$ cat config.mk
export PLATFORM = sky130hd
export DESIGN_NAME = ovp_stages
export DESIGN_NICKNAME = d
export VERILOG_FILES = /design/src/common/ovp_pkg.sv /design/src/hw/ovp_stages.sv
export SDC_FILE = /design/constraint.sdc
export NUM_CORES = 2
export LEC_CHECK = 0
export BUFFER_PORTS_ARGS = -buffer_cell sky130_fd_sc_hd__buf_2
export CAP_MARGIN = 20
export CORE_MARGIN = 3
export CORE_UTILIZATION = 55
export DETAILED_ROUTE_END_ITERATION = 8
export PLACE_DENSITY = 0.72
export SYNTH_ARGS = -nofsm -noshare
export SYNTH_HDL_FRONTEND = slang
export SYNTH_SLANG_ARGS = --single-unit
$ cat constraint.sdc
create_clock -name CORE_CLK -period 25.9 [get_ports CORE_CLK]
set_input_delay 3.885 -clock CORE_CLK [delete_from_list [all_inputs] [get_ports CORE_CLK]]
set_output_delay 3.885 -clock CORE_CLK [all_outputs]
set_load 0.03 [all_outputs]
$ cat src/common/ovp_pkg.sv
// Package of constants and types for the overvoltage protection stages.
`default_nettype none
package ovp_pkg;
    // ----------------------------------------
    // Sizes and stage capabilities
    // ----------------------------------------
    localparam int NSTG = 6;
    localparam logic [5:0] INV_CAP = 6'h0b;
    localparam logic [5:0] HOLD_CAP = 6'h09;
    // ----------------------------------------
    // Register map
    // ----------------------------------------
    localparam logic [3:0] OFS_THR = 4'h0;
    localparam logic [3:0] OFS_DLY = 4'h4;
    localparam logic [3:0] OFS_CFG = 4'h8;
    localparam logic [3:0] OFS_MUL = 4'hc;
    localparam logic [7:0] OFS_STAT = 8'h60;
    localparam logic [7:0] OFS_CTRL = 8'h64;
    localparam logic [7:0] OFS_HOLD_PH = 8'h68;
    localparam logic [7:0] OFS_HOLD_E = 8'h6c;
    localparam int CFG_INV_BIT = 0;
    localparam int CFG_CURVE_LSB = 1;
    localparam int CTRL_RST_PH = 0;
    localparam int CTRL_RST_E = 1;
    localparam int STAT_TRIP_LSB = 6;
    localparam int STAT_TICK_LOST = 12;
    localparam logic [15:0] RST_THR = 16'hffff;
    localparam logic [19:0] RST_DLY = 20'h00000;
    localparam logic [15:0] RST_MUL = 16'h0064;
    localparam logic [19:0] RST_HOLD = 20'h00000;
    localparam logic [15:0] RTM_MIN = 16'h0002;
    localparam logic [15:0] RTM_MAX_IEC = 16'h0096;
    localparam logic [15:0] RTM_MAX_US = 16'h2710;
    // ----------------------------------------
    // Timing
    // ----------------------------------------
    localparam int CLK_PERIOD_NS = 40;
    localparam int DET_TIME_MS = 20;
    localparam int DET_CYC_DFLT = DET_TIME_MS * 1000000 / CLK_PERIOD_NS;
    localparam int TICK_PERIOD_US = 1000;
    localparam int HOLD_MAX_S = 600;
    localparam logic [19:0] HOLD_MAX_TICKS = 20'(HOLD_MAX_S * 1000000 / TICK_PERIOD_US);
    // ----------------------------------------
    // Types
    // ----------------------------------------
    typedef enum logic [3:0] {
        CRV_IEC_SI, CRV_IEC_VI, CRV_IEC_EI, CRV_IEC_LTI, CRV_FR_STI, CRV_UK_RECT,
        CRV_IEEE_MI, CRV_IEEE_VI, CRV_IEEE_EI, CRV_US_CO2P20, CRV_US_CO2P40,
        CRV_US_CO8, CRV_RI, CRV_BNP, CRV_RXIDG, CRV_SPARE
    } ovp_curve_t;
    typedef enum logic [1:0] {
        ST_IDLE = 2'b00, ST_RUN = 2'b01, ST_TRIP = 2'b11, ST_HOLD = 2'b10
    } ovp_st_t;
    typedef struct packed {
        logic [15:0] thr;
        logic [19:0] dly;
        logic inv;
        ovp_curve_t curve;
        logic [15:0] tms;
        logic [15:0] rtm;
    } ovp_cfg_t;
    typedef struct packed {
        ovp_st_t st;
        logic [31:0] acc;
        logic [31:0] hcnt;
    } ovp_stg_t;
    typedef struct packed {
        ovp_cfg_t [NSTG-1:0] cfg;
        ovp_stg_t [NSTG-1:0] stg;
        logic [1:0] rst_type;
        logic [19:0] hold_ph;
        logic [19:0] hold_e;
        logic [NSTG-1:0] blk_s1;
        logic [NSTG-1:0] blk_s2;
        logic [NSTG-1:0] start;
        logic [NSTG-1:0] trip;
        logic [31:0] prdata;
        logic [31:0] tick_cnt;
        logic tick_lost;
    } ovp_state_t;
    // Reset constant of the IEC SI, VI and EI, IEEE and US curves in hundredths of a second; zero for the rest.
    function automatic logic [13:0] curve_tr(input ovp_curve_t c);
        case (c)
            CRV_IEC_SI: curve_tr = 14'h04ba;
            CRV_IEC_VI: curve_tr = 14'h10e0;
            CRV_IEC_EI: curve_tr = 14'h1f40;
            CRV_IEEE_MI: curve_tr = 14'h01ea;
            CRV_IEEE_VI: curve_tr = 14'h0870;
            CRV_IEEE_EI: curve_tr = 14'h0b5e;
            CRV_US_CO2P20: curve_tr = 14'h00e2;
            CRV_US_CO2P40: curve_tr = 14'h00e2;
            CRV_US_CO8: curve_tr = 14'h0253;
            default: curve_tr = 14'h0000;
        endcase
    endfunction
endpackage
`default_nettype wire

$ cat src/hw/ovp_stages.sv
// Phase and earth overvoltage protection stages with an APB register slave.
`timescale 1ns/100ps
`default_nettype none
module ovp_stages #(
    parameter int DET_CYC = ovp_pkg::DET_CYC_DFLT
) (
    input wire logic CORE_CLK,
    input wire logic SRST,
    input wire logic PSEL,
    input wire logic PENABLE,
    input wire logic PWRITE,
    input wire logic [7:0] PADDR,
    input wire logic [31:0] PWDATA,
    output logic [31:0] PRDATA,
    output logic PREADY,
    output logic PSLVERR,
    input wire logic SAMPLE_TICK,
    input wire logic [2:0][15:0] PHASE_V,
    input wire logic [15:0] EARTH_V,
    input wire logic [ovp_pkg::NSTG-1:0] STAGE_BLOCK,
    output logic [ovp_pkg::NSTG-1:0] STAGE_START,
    output logic [ovp_pkg::NSTG-1:0] STAGE_TRIP,
    output logic TICK_LOST
);
    import ovp_pkg::*;

    ovp_state_t s_q;
    ovp_state_t s_d;
    logic [NSTG-1:0] above_w;
    logic [NSTG-1:0] below95_w;
    logic [15:0] vmax;
    logic wr_en;
    logic rd_map;

    // ----------------------------------------
    // Register helpers
    // ----------------------------------------
    function automatic logic [15:0] rtm_eff(input ovp_cfg_t c);
        logic [15:0] hi;
        hi = (c.curve >= CRV_IEEE_MI && c.curve <= CRV_US_CO8) ? RTM_MAX_US : RTM_MAX_IEC;
        if (c.rtm < RTM_MIN) begin
            rtm_eff = RTM_MIN;
        end else if (c.rtm > hi) begin
            rtm_eff = hi;
        end else begin
            rtm_eff = c.rtm;
        end
    endfunction

    function automatic logic [19:0] hold_clamp(input logic [19:0] v);
        hold_clamp = (v > HOLD_MAX_TICKS) ? HOLD_MAX_TICKS : v;
    endfunction

    assign PREADY = 1'b1;
    assign PRDATA = s_q.prdata;
    assign STAGE_START = s_q.start;
    assign STAGE_TRIP = s_q.trip;
    assign TICK_LOST = s_q.tick_lost;
    assign wr_en = PSEL && PENABLE && PWRITE;
    assign rd_map = (PADDR[7:4] < 4'(NSTG)) || (PADDR[7:4] == OFS_STAT[7:4]);
    assign PSLVERR = PSEL && PENABLE && (!rd_map || PADDR[1:0] != 2'b00);

    // ----------------------------------------
    // Next state
    // ----------------------------------------
    always_comb begin
        logic [15:0] v;
        logic blk;
        logic inv_en;
        logic rst_inv;
        logic [31:0] op_inc;
        logic [31:0] op_tgt;
        logic [31:0] h_inc;
        logic [31:0] h_tgt;
        logic [31:0] acc_n;
        logic [31:0] hcnt_n;
        logic [3:0] ix;
        v = 16'h0000;
        blk = 1'b0;
        inv_en = 1'b0;
        rst_inv = 1'b0;
        op_inc = 32'h0;
        op_tgt = 32'h0;
        h_inc = 32'h0;
        h_tgt = 32'h0;
        acc_n = 32'h0;
        hcnt_n = 32'h0;
        ix = PADDR[7:4];
        s_d = s_q;
        above_w = '0;
        below95_w = '0;
        // The highest phase decides, so one phase above threshold is enough to pick up.
        vmax = PHASE_V[0];
        if (PHASE_V[1] > vmax) begin
            vmax = PHASE_V[1];
        end
        if (PHASE_V[2] > vmax) begin
            vmax = PHASE_V[2];
        end
        // Blocking arrives from a pin, so it passes two flip-flops before any stage reads it.
        s_d.blk_s1 = STAGE_BLOCK;
        s_d.blk_s2 = s_q.blk_s1;
        // Ticks slower than the detection bound would stretch operate times unnoticed.
        if (SAMPLE_TICK) begin
            s_d.tick_cnt = 32'h0;
        end else if (s_q.tick_cnt != 32'(DET_CYC)) begin
            s_d.tick_cnt = s_q.tick_cnt + 32'h1;
        end
        for (int i = 0; i < NSTG; i++) begin
            v = (i < 3) ? vmax : EARTH_V;
            blk = s_q.blk_s2[i];
            inv_en = s_q.cfg[i].inv && INV_CAP[i];
            rst_inv = inv_en && s_q.rst_type[(i < 3) ? CTRL_RST_PH : CTRL_RST_E];
            above_w[i] = v > s_q.cfg[i].thr;
            below95_w[i] = (21'(v) * 21'd20) < (21'(s_q.cfg[i].thr) * 21'd19);
            // Operate progress grows with the excess, giving an inverse-time delay.
            op_inc = inv_en ? 32'(v - s_q.cfg[i].thr) : 32'h1;
            op_tgt = inv_en ? {8'h00, s_q.cfg[i].tms, 8'h00} : 32'(s_q.cfg[i].dly);
            h_inc = rst_inv ? 32'(s_q.cfg[i].thr - v) : 32'h1;
            h_tgt = rst_inv ? 32'(rtm_eff(s_q.cfg[i]) * 30'(curve_tr(s_q.cfg[i].curve)))
                            : 32'((i < 3) ? s_q.hold_ph : s_q.hold_e);
            acc_n = s_q.stg[i].acc + op_inc;
            hcnt_n = s_q.stg[i].hcnt + h_inc;
            if (SAMPLE_TICK) begin
                case (s_q.stg[i].st)
                    ST_IDLE: begin
                        if (above_w[i] && !blk) begin
                            s_d.stg[i].st = (op_inc >= op_tgt) ? ST_TRIP : ST_RUN;
                            s_d.stg[i].acc = op_inc;
                            s_d.stg[i].hcnt = 32'h0;
                        end
                    end
                    ST_RUN, ST_HOLD: begin
                        if (blk) begin
                            s_d.stg[i] = s_q.stg[i];
                        end else if (above_w[i]) begin
                            s_d.stg[i].acc = acc_n;
                            s_d.stg[i].hcnt = 32'h0;
                            s_d.stg[i].st = (acc_n >= op_tgt) ? ST_TRIP : ST_RUN;
                        end else if (!HOLD_CAP[i]) begin
                            s_d.stg[i].st = ST_IDLE;
                            s_d.stg[i].acc = 32'h0;
                        end else if (!below95_w[i]) begin
                            s_d.stg[i].st = ST_HOLD;
                            s_d.stg[i].hcnt = 32'h0;
                        end else if (hcnt_n >= h_tgt) begin
                            s_d.stg[i].st = ST_IDLE;
                            s_d.stg[i].acc = 32'h0;
                            s_d.stg[i].hcnt = 32'h0;
                        end else begin
                            s_d.stg[i].st = ST_HOLD;
                            s_d.stg[i].hcnt = hcnt_n;
                        end
                    end
                    ST_TRIP: begin
                        if (!above_w[i]) begin
                            s_d.stg[i].st = ST_IDLE;
                            s_d.stg[i].acc = 32'h0;
                            s_d.stg[i].hcnt = 32'h0;
                        end
                    end
                    default: begin
                        s_d.stg[i].st = ST_IDLE;
                    end
                endcase
            end
            s_d.start[i] = (s_d.stg[i].st == ST_RUN) || (s_d.stg[i].st == ST_TRIP);
            s_d.trip[i] = (s_d.stg[i].st == ST_TRIP) && above_w[i] && !blk;
        end
        // Register writes take effect at the access edge.
        if (wr_en && PADDR[1:0] == 2'b00) begin
            if (ix < 4'(NSTG)) begin
                case (PADDR[3:0])
                    OFS_THR: s_d.cfg[ix].thr = PWDATA[15:0];
                    OFS_DLY: s_d.cfg[ix].dly = PWDATA[19:0];
                    OFS_CFG: begin
                        s_d.cfg[ix].inv = PWDATA[CFG_INV_BIT];
                        s_d.cfg[ix].curve = ovp_curve_t'(PWDATA[CFG_CURVE_LSB +: 4]);
                    end
                    OFS_MUL: begin
                        s_d.cfg[ix].tms = PWDATA[15:0];
                        s_d.cfg[ix].rtm = PWDATA[31:16];
                    end
                    default: s_d.cfg[ix] = s_q.cfg[ix];
                endcase
            end else begin
                case (PADDR)
                    OFS_STAT: begin
                        // A lost tick seen in the clearing cycle stays set.
                        if (PWDATA[STAT_TICK_LOST]) begin
                            s_d.tick_lost = 1'b0;
                        end
                    end
                    OFS_CTRL: s_d.rst_type = PWDATA[1:0];
                    OFS_HOLD_PH: s_d.hold_ph = hold_clamp(PWDATA[19:0]);
                    OFS_HOLD_E: s_d.hold_e = hold_clamp(PWDATA[19:0]);
                    default: s_d.rst_type = s_q.rst_type;
                endcase
            end
        end
        if (!SAMPLE_TICK && s_q.tick_cnt == 32'(DET_CYC - 1)) begin
            s_d.tick_lost = 1'b1;
        end
        // Read data is captured in the setup cycle so the access phase needs no wait.
        if (PSEL && !PENABLE) begin
            s_d.prdata = 32'h0;
            if (ix < 4'(NSTG)) begin
                case (PADDR[3:0])
                    OFS_THR: s_d.prdata = {16'h0000, s_q.cfg[ix].thr};
                    OFS_DLY: s_d.prdata = {12'h000, s_q.cfg[ix].dly};
                    OFS_CFG: s_d.prdata = {25'h0, s_q.stg[ix].st, s_q.cfg[ix].curve, s_q.cfg[ix].inv};
                    OFS_MUL: s_d.prdata = {s_q.cfg[ix].rtm, s_q.cfg[ix].tms};
                    default: s_d.prdata = 32'h0;
                endcase
            end else begin
                case (PADDR)
                    OFS_STAT: s_d.prdata = {19'h0, s_q.tick_lost, s_q.trip, s_q.start};
                    OFS_CTRL: s_d.prdata = {30'h0, s_q.rst_type};
                    OFS_HOLD_PH: s_d.prdata = {12'h000, s_q.hold_ph};
                    OFS_HOLD_E: s_d.prdata = {12'h000, s_q.hold_e};
                    default: s_d.prdata = 32'h0;
                endcase
            end
        end
    end

    // ----------------------------------------
    // State register
    // ----------------------------------------
    always_ff @(posedge CORE_CLK) begin
        if (SRST) begin
            // Thresholds reset to full scale so no stage can pick up before software sets it.
            s_q <= '0;
            for (int i = 0; i < NSTG; i++) begin
                s_q.cfg[i].thr <= RST_THR;
                s_q.cfg[i].dly <= RST_DLY;
                s_q.cfg[i].tms <= RST_MUL;
                s_q.cfg[i].rtm <= RST_MUL;
            end
            s_q.hold_ph <= RST_HOLD;
            s_q.hold_e <= RST_HOLD;
        end else begin
            s_q <= s_d;
        end
    end

    // ----------------------------------------
    // Checks
    // ----------------------------------------
    a_tick_bound: assert property (@(posedge CORE_CLK) disable iff (SRST)
        (!SAMPLE_TICK && s_q.tick_cnt == 32'(DET_CYC - 1)) |=> TICK_LOST)
        else $error("missing tick not flagged");
    a_lost_sticky: assert property (@(posedge CORE_CLK) disable iff (SRST)
        (TICK_LOST && !(wr_en && PADDR == OFS_STAT && PWDATA[STAT_TICK_LOST])) |=> TICK_LOST)
        else $error("lost tick flag dropped without a clear");
    a_hold_range: assert property (@(posedge CORE_CLK) disable iff (SRST)
        s_q.hold_ph <= HOLD_MAX_TICKS && s_q.hold_e <= HOLD_MAX_TICKS)
        else $error("hold delay beyond its range");

    for (genvar gi = 0; gi < NSTG; gi++) begin : g_chk
        a_trip_cond: assert property (@(posedge CORE_CLK) disable iff (SRST)
            STAGE_TRIP[gi] |-> $past(above_w[gi]) && !$past(s_q.blk_s2[gi]))
            else $error("trip without overvoltage or while blocked");
        a_block_trip: assert property (@(posedge CORE_CLK) disable iff (SRST)
            s_q.blk_s2[gi] |=> !STAGE_TRIP[gi])
            else $error("trip raised while blocked");
        a_start_trip: assert property (@(posedge CORE_CLK) disable iff (SRST)
            STAGE_TRIP[gi] |-> STAGE_START[gi])
            else $error("trip without start");
        a_tick_only: assert property (@(posedge CORE_CLK) disable iff (SRST)
            !SAMPLE_TICK |=> s_q.stg[gi] == $past(s_q.stg[gi]))
            else $error("stage timer moved between ticks");
        a_block_freeze: assert property (@(posedge CORE_CLK) disable iff (SRST)
            (s_q.blk_s2[gi] && s_q.stg[gi].st != ST_IDLE && s_q.stg[gi].st != ST_TRIP)
            |=> s_q.stg[gi].acc == $past(s_q.stg[gi].acc))
            else $error("timer moved while blocked");
        a_start_run: assert property (@(posedge CORE_CLK) disable iff (SRST)
            (SAMPLE_TICK && s_q.stg[gi].st == ST_IDLE && above_w[gi] && !s_q.blk_s2[gi])
            |=> STAGE_START[gi] || STAGE_TRIP[gi])
            else $error("start not raised when timer began");
        a_trip_clear: assert property (@(posedge CORE_CLK) disable iff (SRST)
            (SAMPLE_TICK && s_q.stg[gi].st == ST_TRIP && !above_w[gi])
            |=> s_q.stg[gi].st == ST_IDLE && s_q.stg[gi].acc == 32'h0 && !STAGE_TRIP[gi])
            else $error("tripped stage not cleared at once");
        if (!INV_CAP[gi]) begin : g_dt
            a_dt_count: assert property (@(posedge CORE_CLK) disable iff (SRST)
                (SAMPLE_TICK && s_q.stg[gi].st == ST_RUN && above_w[gi] && !s_q.blk_s2[gi])
                |=> s_q.stg[gi].acc == $past(s_q.stg[gi].acc) + 32'h1)
                else $error("definite stage did not count by one");
        end else begin : g_inv
            a_inv_grow: assert property (@(posedge CORE_CLK) disable iff (SRST)
                (SAMPLE_TICK && s_q.stg[gi].st == ST_RUN && above_w[gi] && !s_q.blk_s2[gi])
                |=> s_q.stg[gi].acc > $past(s_q.stg[gi].acc))
                else $error("operate progress did not grow above threshold");
        end
        if (!HOLD_CAP[gi]) begin : g_nohold
            a_no_hold: assert property (@(posedge CORE_CLK) disable iff (SRST)
                (SAMPLE_TICK && s_q.stg[gi].st == ST_RUN && !above_w[gi] && !s_q.blk_s2[gi])
                |=> s_q.stg[gi].st == ST_IDLE ##1 s_q.stg[gi].acc == 32'h0)
                else $error("stage without hold timer kept its delay");
            a_nohold_state: assert property (@(posedge CORE_CLK) disable iff (SRST)
                s_q.stg[gi].st != ST_HOLD)
                else $error("stage without hold timer entered hold");
        end else begin : g_hold
            a_hold_keep: assert property (@(posedge CORE_CLK) disable iff (SRST)
                (SAMPLE_TICK && s_q.stg[gi].st == ST_RUN && !above_w[gi] && !s_q.blk_s2[gi])
                |=> s_q.stg[gi].acc == $past(s_q.stg[gi].acc) || s_q.stg[gi].st == ST_IDLE)
                else $error("hold timer lost accumulated progress");
            a_hold_95: assert property (@(posedge CORE_CLK) disable iff (SRST)
                (SAMPLE_TICK && s_q.stg[gi].st == ST_HOLD && !s_q.blk_s2[gi]
                 && !below95_w[gi] && !above_w[gi])
                |=> s_q.stg[gi].hcnt == 32'h0 && s_q.stg[gi].st == ST_HOLD)
                else $error("hold count not restarted above 95 percent");
            a_hold_exit: assert property (@(posedge CORE_CLK) disable iff (SRST)
                (SAMPLE_TICK && s_q.stg[gi].st == ST_HOLD && !below95_w[gi])
                |=> s_q.stg[gi].st != ST_IDLE)
                else $error("delay cleared without staying below 95 percent");
        end
    end
endmodule // ovp_stages
`default_nettype wire

Word level (Yosys, flattened, before mapping)
Memory sizes are Yosys's and may differ from the RTL's. A register that Yosys moved wholly into a read port is not among the register bits.
Cells that the tools add are included.

word-level totals
  flip-flop bits (word level) = 965
  memories kept = 2
  input port bits = 116
  output and inout port bits = 47
  bits in read-only memories = 416
  logic and storage cells = 389

memories
  memory            words  width  read ports  clocked after Yosys merged registers in  write ports  line           text
  (name not given)  16     13     1           1                                        0            ovp_pkg.sv:83  case (c)
  (name not given)  16     13     1           1                                        0            ovp_pkg.sv:83

operators by class
  add/subtract/negate cells = 14
  multiply operators = 6
  magnitude comparators = 36
  equal/unequal tests = 67
  mux-type cells = 117
  reductions and logical operators = 82
  bitwise operators = 1

operators with widths
  kind                                                                                 number
  438-bit bitwise mux                                                                  7
  66-bit two-way mux                                                                   31
  438-bit case mux with 4 select lines                                                 1
  73-bit demux with 3-bit select                                                       7
  66-bit case mux with 3 select lines                                                  6
  32-bit two-way mux                                                                   15
  73-bit binary-select mux with 3-bit select                                           1
  73-bit two-way mux                                                                   3
  66-bit binary-select mux with 3-bit select                                           1
  32-bit by 24-bit greater-or-equal comparator with 1-bit output                       6
  32-bit adder                                                                         5
  32-bit by 1-bit adder with 32-bit output, second input constant                      4
  16-bit greater-than comparator                                                       8
  32-bit case mux with 4 select lines                                                  1
  16-bit two-way mux                                                                   7
  32-bit by 20-bit greater-or-equal comparator with 1-bit output                       3
  16-bit by 16-bit subtractor with 17-bit output                                       5
  20-bit case mux with 4 select lines                                                  1
  24-bit two-way mux                                                                   3
  32-bit by 30-bit greater-or-equal comparator with 1-bit output                       2
  1-bit by 20-bit greater-or-equal comparator with 1-bit output, first input constant  3
  16-bit by 14-bit multiplier with 30-bit output                                       2
  30-bit two-way mux                                                                   2
  57-bit two-way mux                                                                   1
  other kinds (41)                                                                     198

Depth between registers and ports, before layout
  depth in word-level cells = 18
  depth in mapped cells = 53
  depth with buffers taken out = 51

Worst setup path before layout
No wires, ideal clock.

  kind = input-to-reg
  start point = input port PHASE_V[9] (netlist bit)
  end point = register s_q[167] (netlist bit)
  cell stages on the path = 50
  required time = 25.784 ns
  slack = 10.986 ns
  path buffers = 6
  arrival = 14.798 ns
  cells stage by stage = inv_1 ha_1 nand4_1 or2_2 a211oi_1 nor2_1 a21oi_1 clkbuf_1 mux2i_1 ha_1 a21o_1 a221o_1 a221oi_2 nor4b_4 nor2_1 clkbuf_1 clkbuf_1 nand2_1 [14 not listed] o311ai_0 a21oi_1 a21oi_1 a21oi_1 o21ai_0 nand2_1 xor2_1 ha_1 a21o_1 a211oi_1 nand4_1 o32a_1 a21o_1 or3_1 buf_2 o21a_1 buf_6 o211a_1

on the way
  cells in the longest elaborated chain, start to end = 10
  elaborated cells on any way between the ends = 24
  classes of those cells = add/sub (4); mul (1); order compare (5); eq/ne (4); mux (8); reduce/logical (2)

ends and longest elaborated chain
  what                                                                                                         line                                  text
  from (decl)                                                                                                  ovp_stages.sv:18                      input wire logic [2:0][15:0] PHASE_V,
  16-bit greater-than comparator                                                                               ovp_stages.sv:94                      if (PHASE_V[1] > vmax) begin
  16-bit two-way mux (*)                                                                                       ovp_stages.sv:94
  16-bit greater-than comparator                                                                               ovp_stages.sv:97                      if (PHASE_V[2] > vmax) begin
  16-bit two-way mux (*)                                                                                       ovp_stages.sv:97
  16-bit by 16-bit subtractor with 17-bit output (on tied branches)                                            ovp_stages.sv:119, ovp_stages.sv:117
  32-bit two-way mux (on tied branches)                                                                        ovp_stages.sv:119, ovp_stages.sv:117
  32-bit adder (on tied branches)                                                                              ovp_stages.sv:123, ovp_stages.sv:122
  32-bit by 30-bit greater-or-equal comparator with 1-bit output / 66-bit two-way mux (equally long branches)  ovp_stages.sv:146, ovp_stages.sv:136
  3-bit inequality test (no line) / 66-bit two-way mux (equally long branches)                                 n/a
  6-bit AND reduction (no line) / 66-bit case mux with 3 select lines (equally long branches)                  n/a
  to (decl)                                                                                                    ovp_stages.sv:27                      ovp_state_t s_q;

Every way passes the cells marked *; elsewhere a longest branch is shown, timed or not. The select of a mux whose other input is x is not followed.
A chain may end at the register's enable or synchronous reset.

Final worst setup path
  start point = input port PHASE_V[9] (netlist bit)
  end point = register s_q[194] (netlist bit)

The elaborated chain is that of the path after synthesis.

==> implementation parameters <==
Parameter                              Value

Critical path
  Endpoint class of the critical path ... flip-flop
  Worst Path Arrival ... 16660 ps
  Startpoint type of the worst setup path ... input port
  Worst endpoint required time ... 26470 ps
  Class of the most critical setup path ... input port to flip-flop
  Critical-path cell with the highest stage delay ... sky130_fd_sc_hd__a2111oi_0
  Reg-to-reg slack, setup ... 13140 ps
  Stage delay of the slowest cell on the critical path ... 900 ps
  Max FO, Critical Path ... 31

Pwr
  Share of total power in the clock network ... 42.0%
  VDD IR max ... 52.00 uV
  Lkg Pwr ... 38.75 nW
  Net switching power ... 0.001113 W
  Share of total power in sequential cells ... 37.2%
  Switching power as a share of total power ... 31.11%
  Internal power summed over all cells ... 0.002465 W
  Cell area power density ... 41.47 nW/um2
  Part of the power in combinational logic ... 20.9%

Placement
  Buffers on Ports ... 161
  Placed cells ... 11770
  Final HPWL DP ... 213400 um
  Routability Congestion ... 1.004

STA
  Final period demand of the worst path ... 16080 ps
  Actual slew at the worst max-slew pin ... 1249 ps
  Relative slew slack ... 15.83%
  Count of final hold-check violations ... 0
  Final setup viols ... 0
  Slew Limit Fails ... 0
  Portion of the clock cycle consumed by the worst path in the final layout ... 62.10%
  Unrepaired setup endpoints after global routing ... no
  Highest clock frequency the design can meet ... 0.06218 GHz
  Clock Skew ... 51.63 ps
  Setup Total Neg Slack ... 0 ps

Final layout
  Signed area change from the synthesized netlist to the final layout ... 7.144%
  Non-Filler Instances ... 11980
  Layout Nets ... 11410
  Share of layout cells above drive strength 1 ... 5.813%

Clock network
  Post-CTS Hold Fix Bufs ... 0
  Count of H-tree levels built during CTS ... 3
  Worst-Skew Late Latency ... 750 ps
  Clock Path Buffers ... 3
  TritonCTS clock tree ... yes
  Clock net sink count ... 857
  Post-CTS setup-driven buffer insertion count ... 0
  Clock root buffer master ... sky130_fd_sc_hd__clkbuf_16
  Number of CTS-inserted buffers ... 99
  Clock-pin slew of the registers on the worst-case setup and hold paths ... 60 ps
  Number of gates given a new drive strength after cts ... 0

Floorplanning
  Cell Rows ... 139
  Chip Height ... 388.7 um
  Starting utilization of the core area ... 55.72%
  Floorplan die area ... 151100 um2
  Core area ... 144500 um2
  Boundary pin count ... 163
  DIE WIDTH ... 388.7 um

Yosys
  Cell Area, Synth ... 80530 um2
  Post-synth EDFFs ... 0
  Library cell with the largest summed area after synthesis ... sky130_fd_sc_hd__dfxtp_1
  Number of warning messages in the yosys log ... 0
  Post-Synthesis Cells ... 10130
  Share of synthesized registers carrying an async set or reset ... 0%
  Top cells by instance count after synthesis ... 970 x sky130_fd_sc_hd__ha_1, 935 x sky130_fd_sc_hd__nand2_1, 882 x sky130_fd_sc_hd__nor2_1
  Share of the yosys chip area belonging to registers ... 21.30%
  Most frequent cell after synthesis ... sky130_fd_sc_hd__ha_1
  Number of register bits inferred by synthesis ... 857
  Area fraction of the dominant cell type after synthesis ... 21.30%
  Biggest area contributors in the synthesized netlist ... sky130_fd_sc_hd__dfxtp_1 21%, sky130_fd_sc_hd__ha_1 15%, sky130_fd_sc_hd__fa_1 8.5%
  Mean instance size in the synthesized netlist ... 7.952 um2
  Cell variety after synth ... 104
  Main flop type after synthesis ... sky130_fd_sc_hd__dfxtp_1

Flow run
  Max-Cap Viols ... 0

Global route
  Met2 routing resource usage after global routing ... 55.48%
  Overall global routing resource usage ... 36.14%
  Met3 usage in global routing ... 7.956%
  Busiest layer in global routing ... met2
  Pin count of the biggest net entering global routing ... 214
  Initial antenna violation count ... 23
  Sum of overflow across all layers after global routing ... 0
  Global-route wire length before repair ... 430500 um
  Vias in the first global route ... 73320
  GRT met1 Usage ... 47.27%

Route
  Total number of vias ... 77490
  Wire length per cell after detailed routing ... 23.69 um
  Remaining DRCs ... 0
  Per-cell via count in the routed design ... 6.467
  Drt first-iter violations ... 8631
  Post-detailed-routing wire length ... 283800 um
  Number of iterations in the first detailed-routing pass ... 9
  Remaining number of nets flagged by the antenna check after routing ... 0

Worst hold path
  Type of the most critical hold path ... flip-flop to flip-flop

Status
  Run status ... finished, final reports clean
[per-stage QoR]
| step | util, % | worst slack [ps] | hold slack (ps) | total power (W) | instance area [um2] |
|---|---|---|---|---|---|
| final | 59.70 | 9816 | 432.5 | 0.003579 | 86290 |
| after CTS | 59.60 | 9859 | 436.1 | 0.003569 | 86130 |
| after global placement | 57.16 | 8849 | 415.9 | 0.002069 | 82610 |
| after global routing | 59.68 | 8881 | 447.1 | 0.003715 | 86250 |
| after floorplan | - | 10990 | 413.8 | 0.001859 | 80730 |
| after detailed placement | 57.21 | 9119 | 422.0 | 0.002083 | 82680 |
[critical path: cells and delay by family]
| kind | cells | cell delay, ps |
|---|---|---|
| buf+inv | 5 | 740 |
| compound gates | 22 | 7290 |
| mux | 1 | 260 |
| xor+xnor | 2 | 330 |
| simple gates | 13 | 2480 |
| fa+ha+maj | 5 | 1610 |
[cell families after synthesis]
family | Yosys count | share of synthesized area, %
flip-flops | 857 | 21.30
multiplexers | 241 | 3.062
adder cells (fa/ha/maj) | 1310 | 23.52
other | 2 | 0.009325
XOR/XNOR | 359 | 3.904
AO/OA/AOI/OAI | 2781 | 22.88
AND/OR/NAND/NOR | 3094 | 18.12
buffers and inverters | 1484 | 7.204
[power by group through the flow]
stage,registers [W],clock network [W],logic (W)
6_report,0.00133,0.00150,0.000747
5_1_grt,0.00133,0.00156,0.000823
4_1_cts,0.00133,0.00151,0.000730
3_5_place_dp,0.00136,0,0.000724
3_3_place_gp,0.00136,0,0.000710
2_1_floorplan,0.00136,0,0.000504
[metal layers]
layer	wire (um)	vias up	share of wire, %
li1	-	35530	-
met1	114000	37220	40
met2	122800	3823	43
met3	28980	888	10
met4	17810	20	6.3
met5	175	-	0.062
[layout by cell type, fill, tap and decap left out, drive strengths merged, types with 25 or more instances in the layout]
| cell | count |
|---|---|
| nand2b | 81 |
| xor2 | 124 |
| buf | 314 |
| a21o | 244 |
| nor2b | 105 |
| o211ai | 101 |
| conb | 55 |
| a211oi | 149 |
| a221oi | 40 |
| a22oi | 283 |
| o21bai | 41 |
| nand3b | 26 |
| ha | 970 |
| clkbuf | 138 |
| inv | 869 |
| nand2 | 935 |
| o22ai | 55 |
| mux2i | 234 |
| nor3 | 138 |
| xnor2 | 235 |
| or3 | 55 |
| or2 | 26 |
| dfxtp | 857 |
| a221o | 116 |
| o221ai | 54 |
| o21a | 90 |
| a21oi | 729 |
| nor2 | 882 |
| nor4 | 63 |
| o21ai | 554 |
| fa | 340 |
| a31oi | 37 |
| nand3 | 251 |
| nand4 | 113 |
| o31ai | 26 |
| and2 | 196 |
| and3 | 134 |
| o211a | 25 |
| a21boi | 28 |
[worst paths after layout]
kind	start	endpoint	cells past startpoint
worst max-delay path	PHASE_V[9]	s_q[194]	48
worst min-delay path	s_d[79]	s_q[79]	1
worst max register to register	s_q[781]	s_q[392]	46
worst min register to register	s_d[79]	s_q[79]	1
[cell type report]
class / count / area (um2)
fill: 13020 / 58240
multi-input combinational: 7840 / 57920
sequential: 857 / 17160
inverter: 865 / 3247
clock buffer: 134 / 2809
tap: 1903 / 2381
timing repair buffer: 318 / 2096
clock inverter: 49 / 640.6
antenna: 15 / 37.54
No activity file was read; power rests on OpenSTA's default activity.
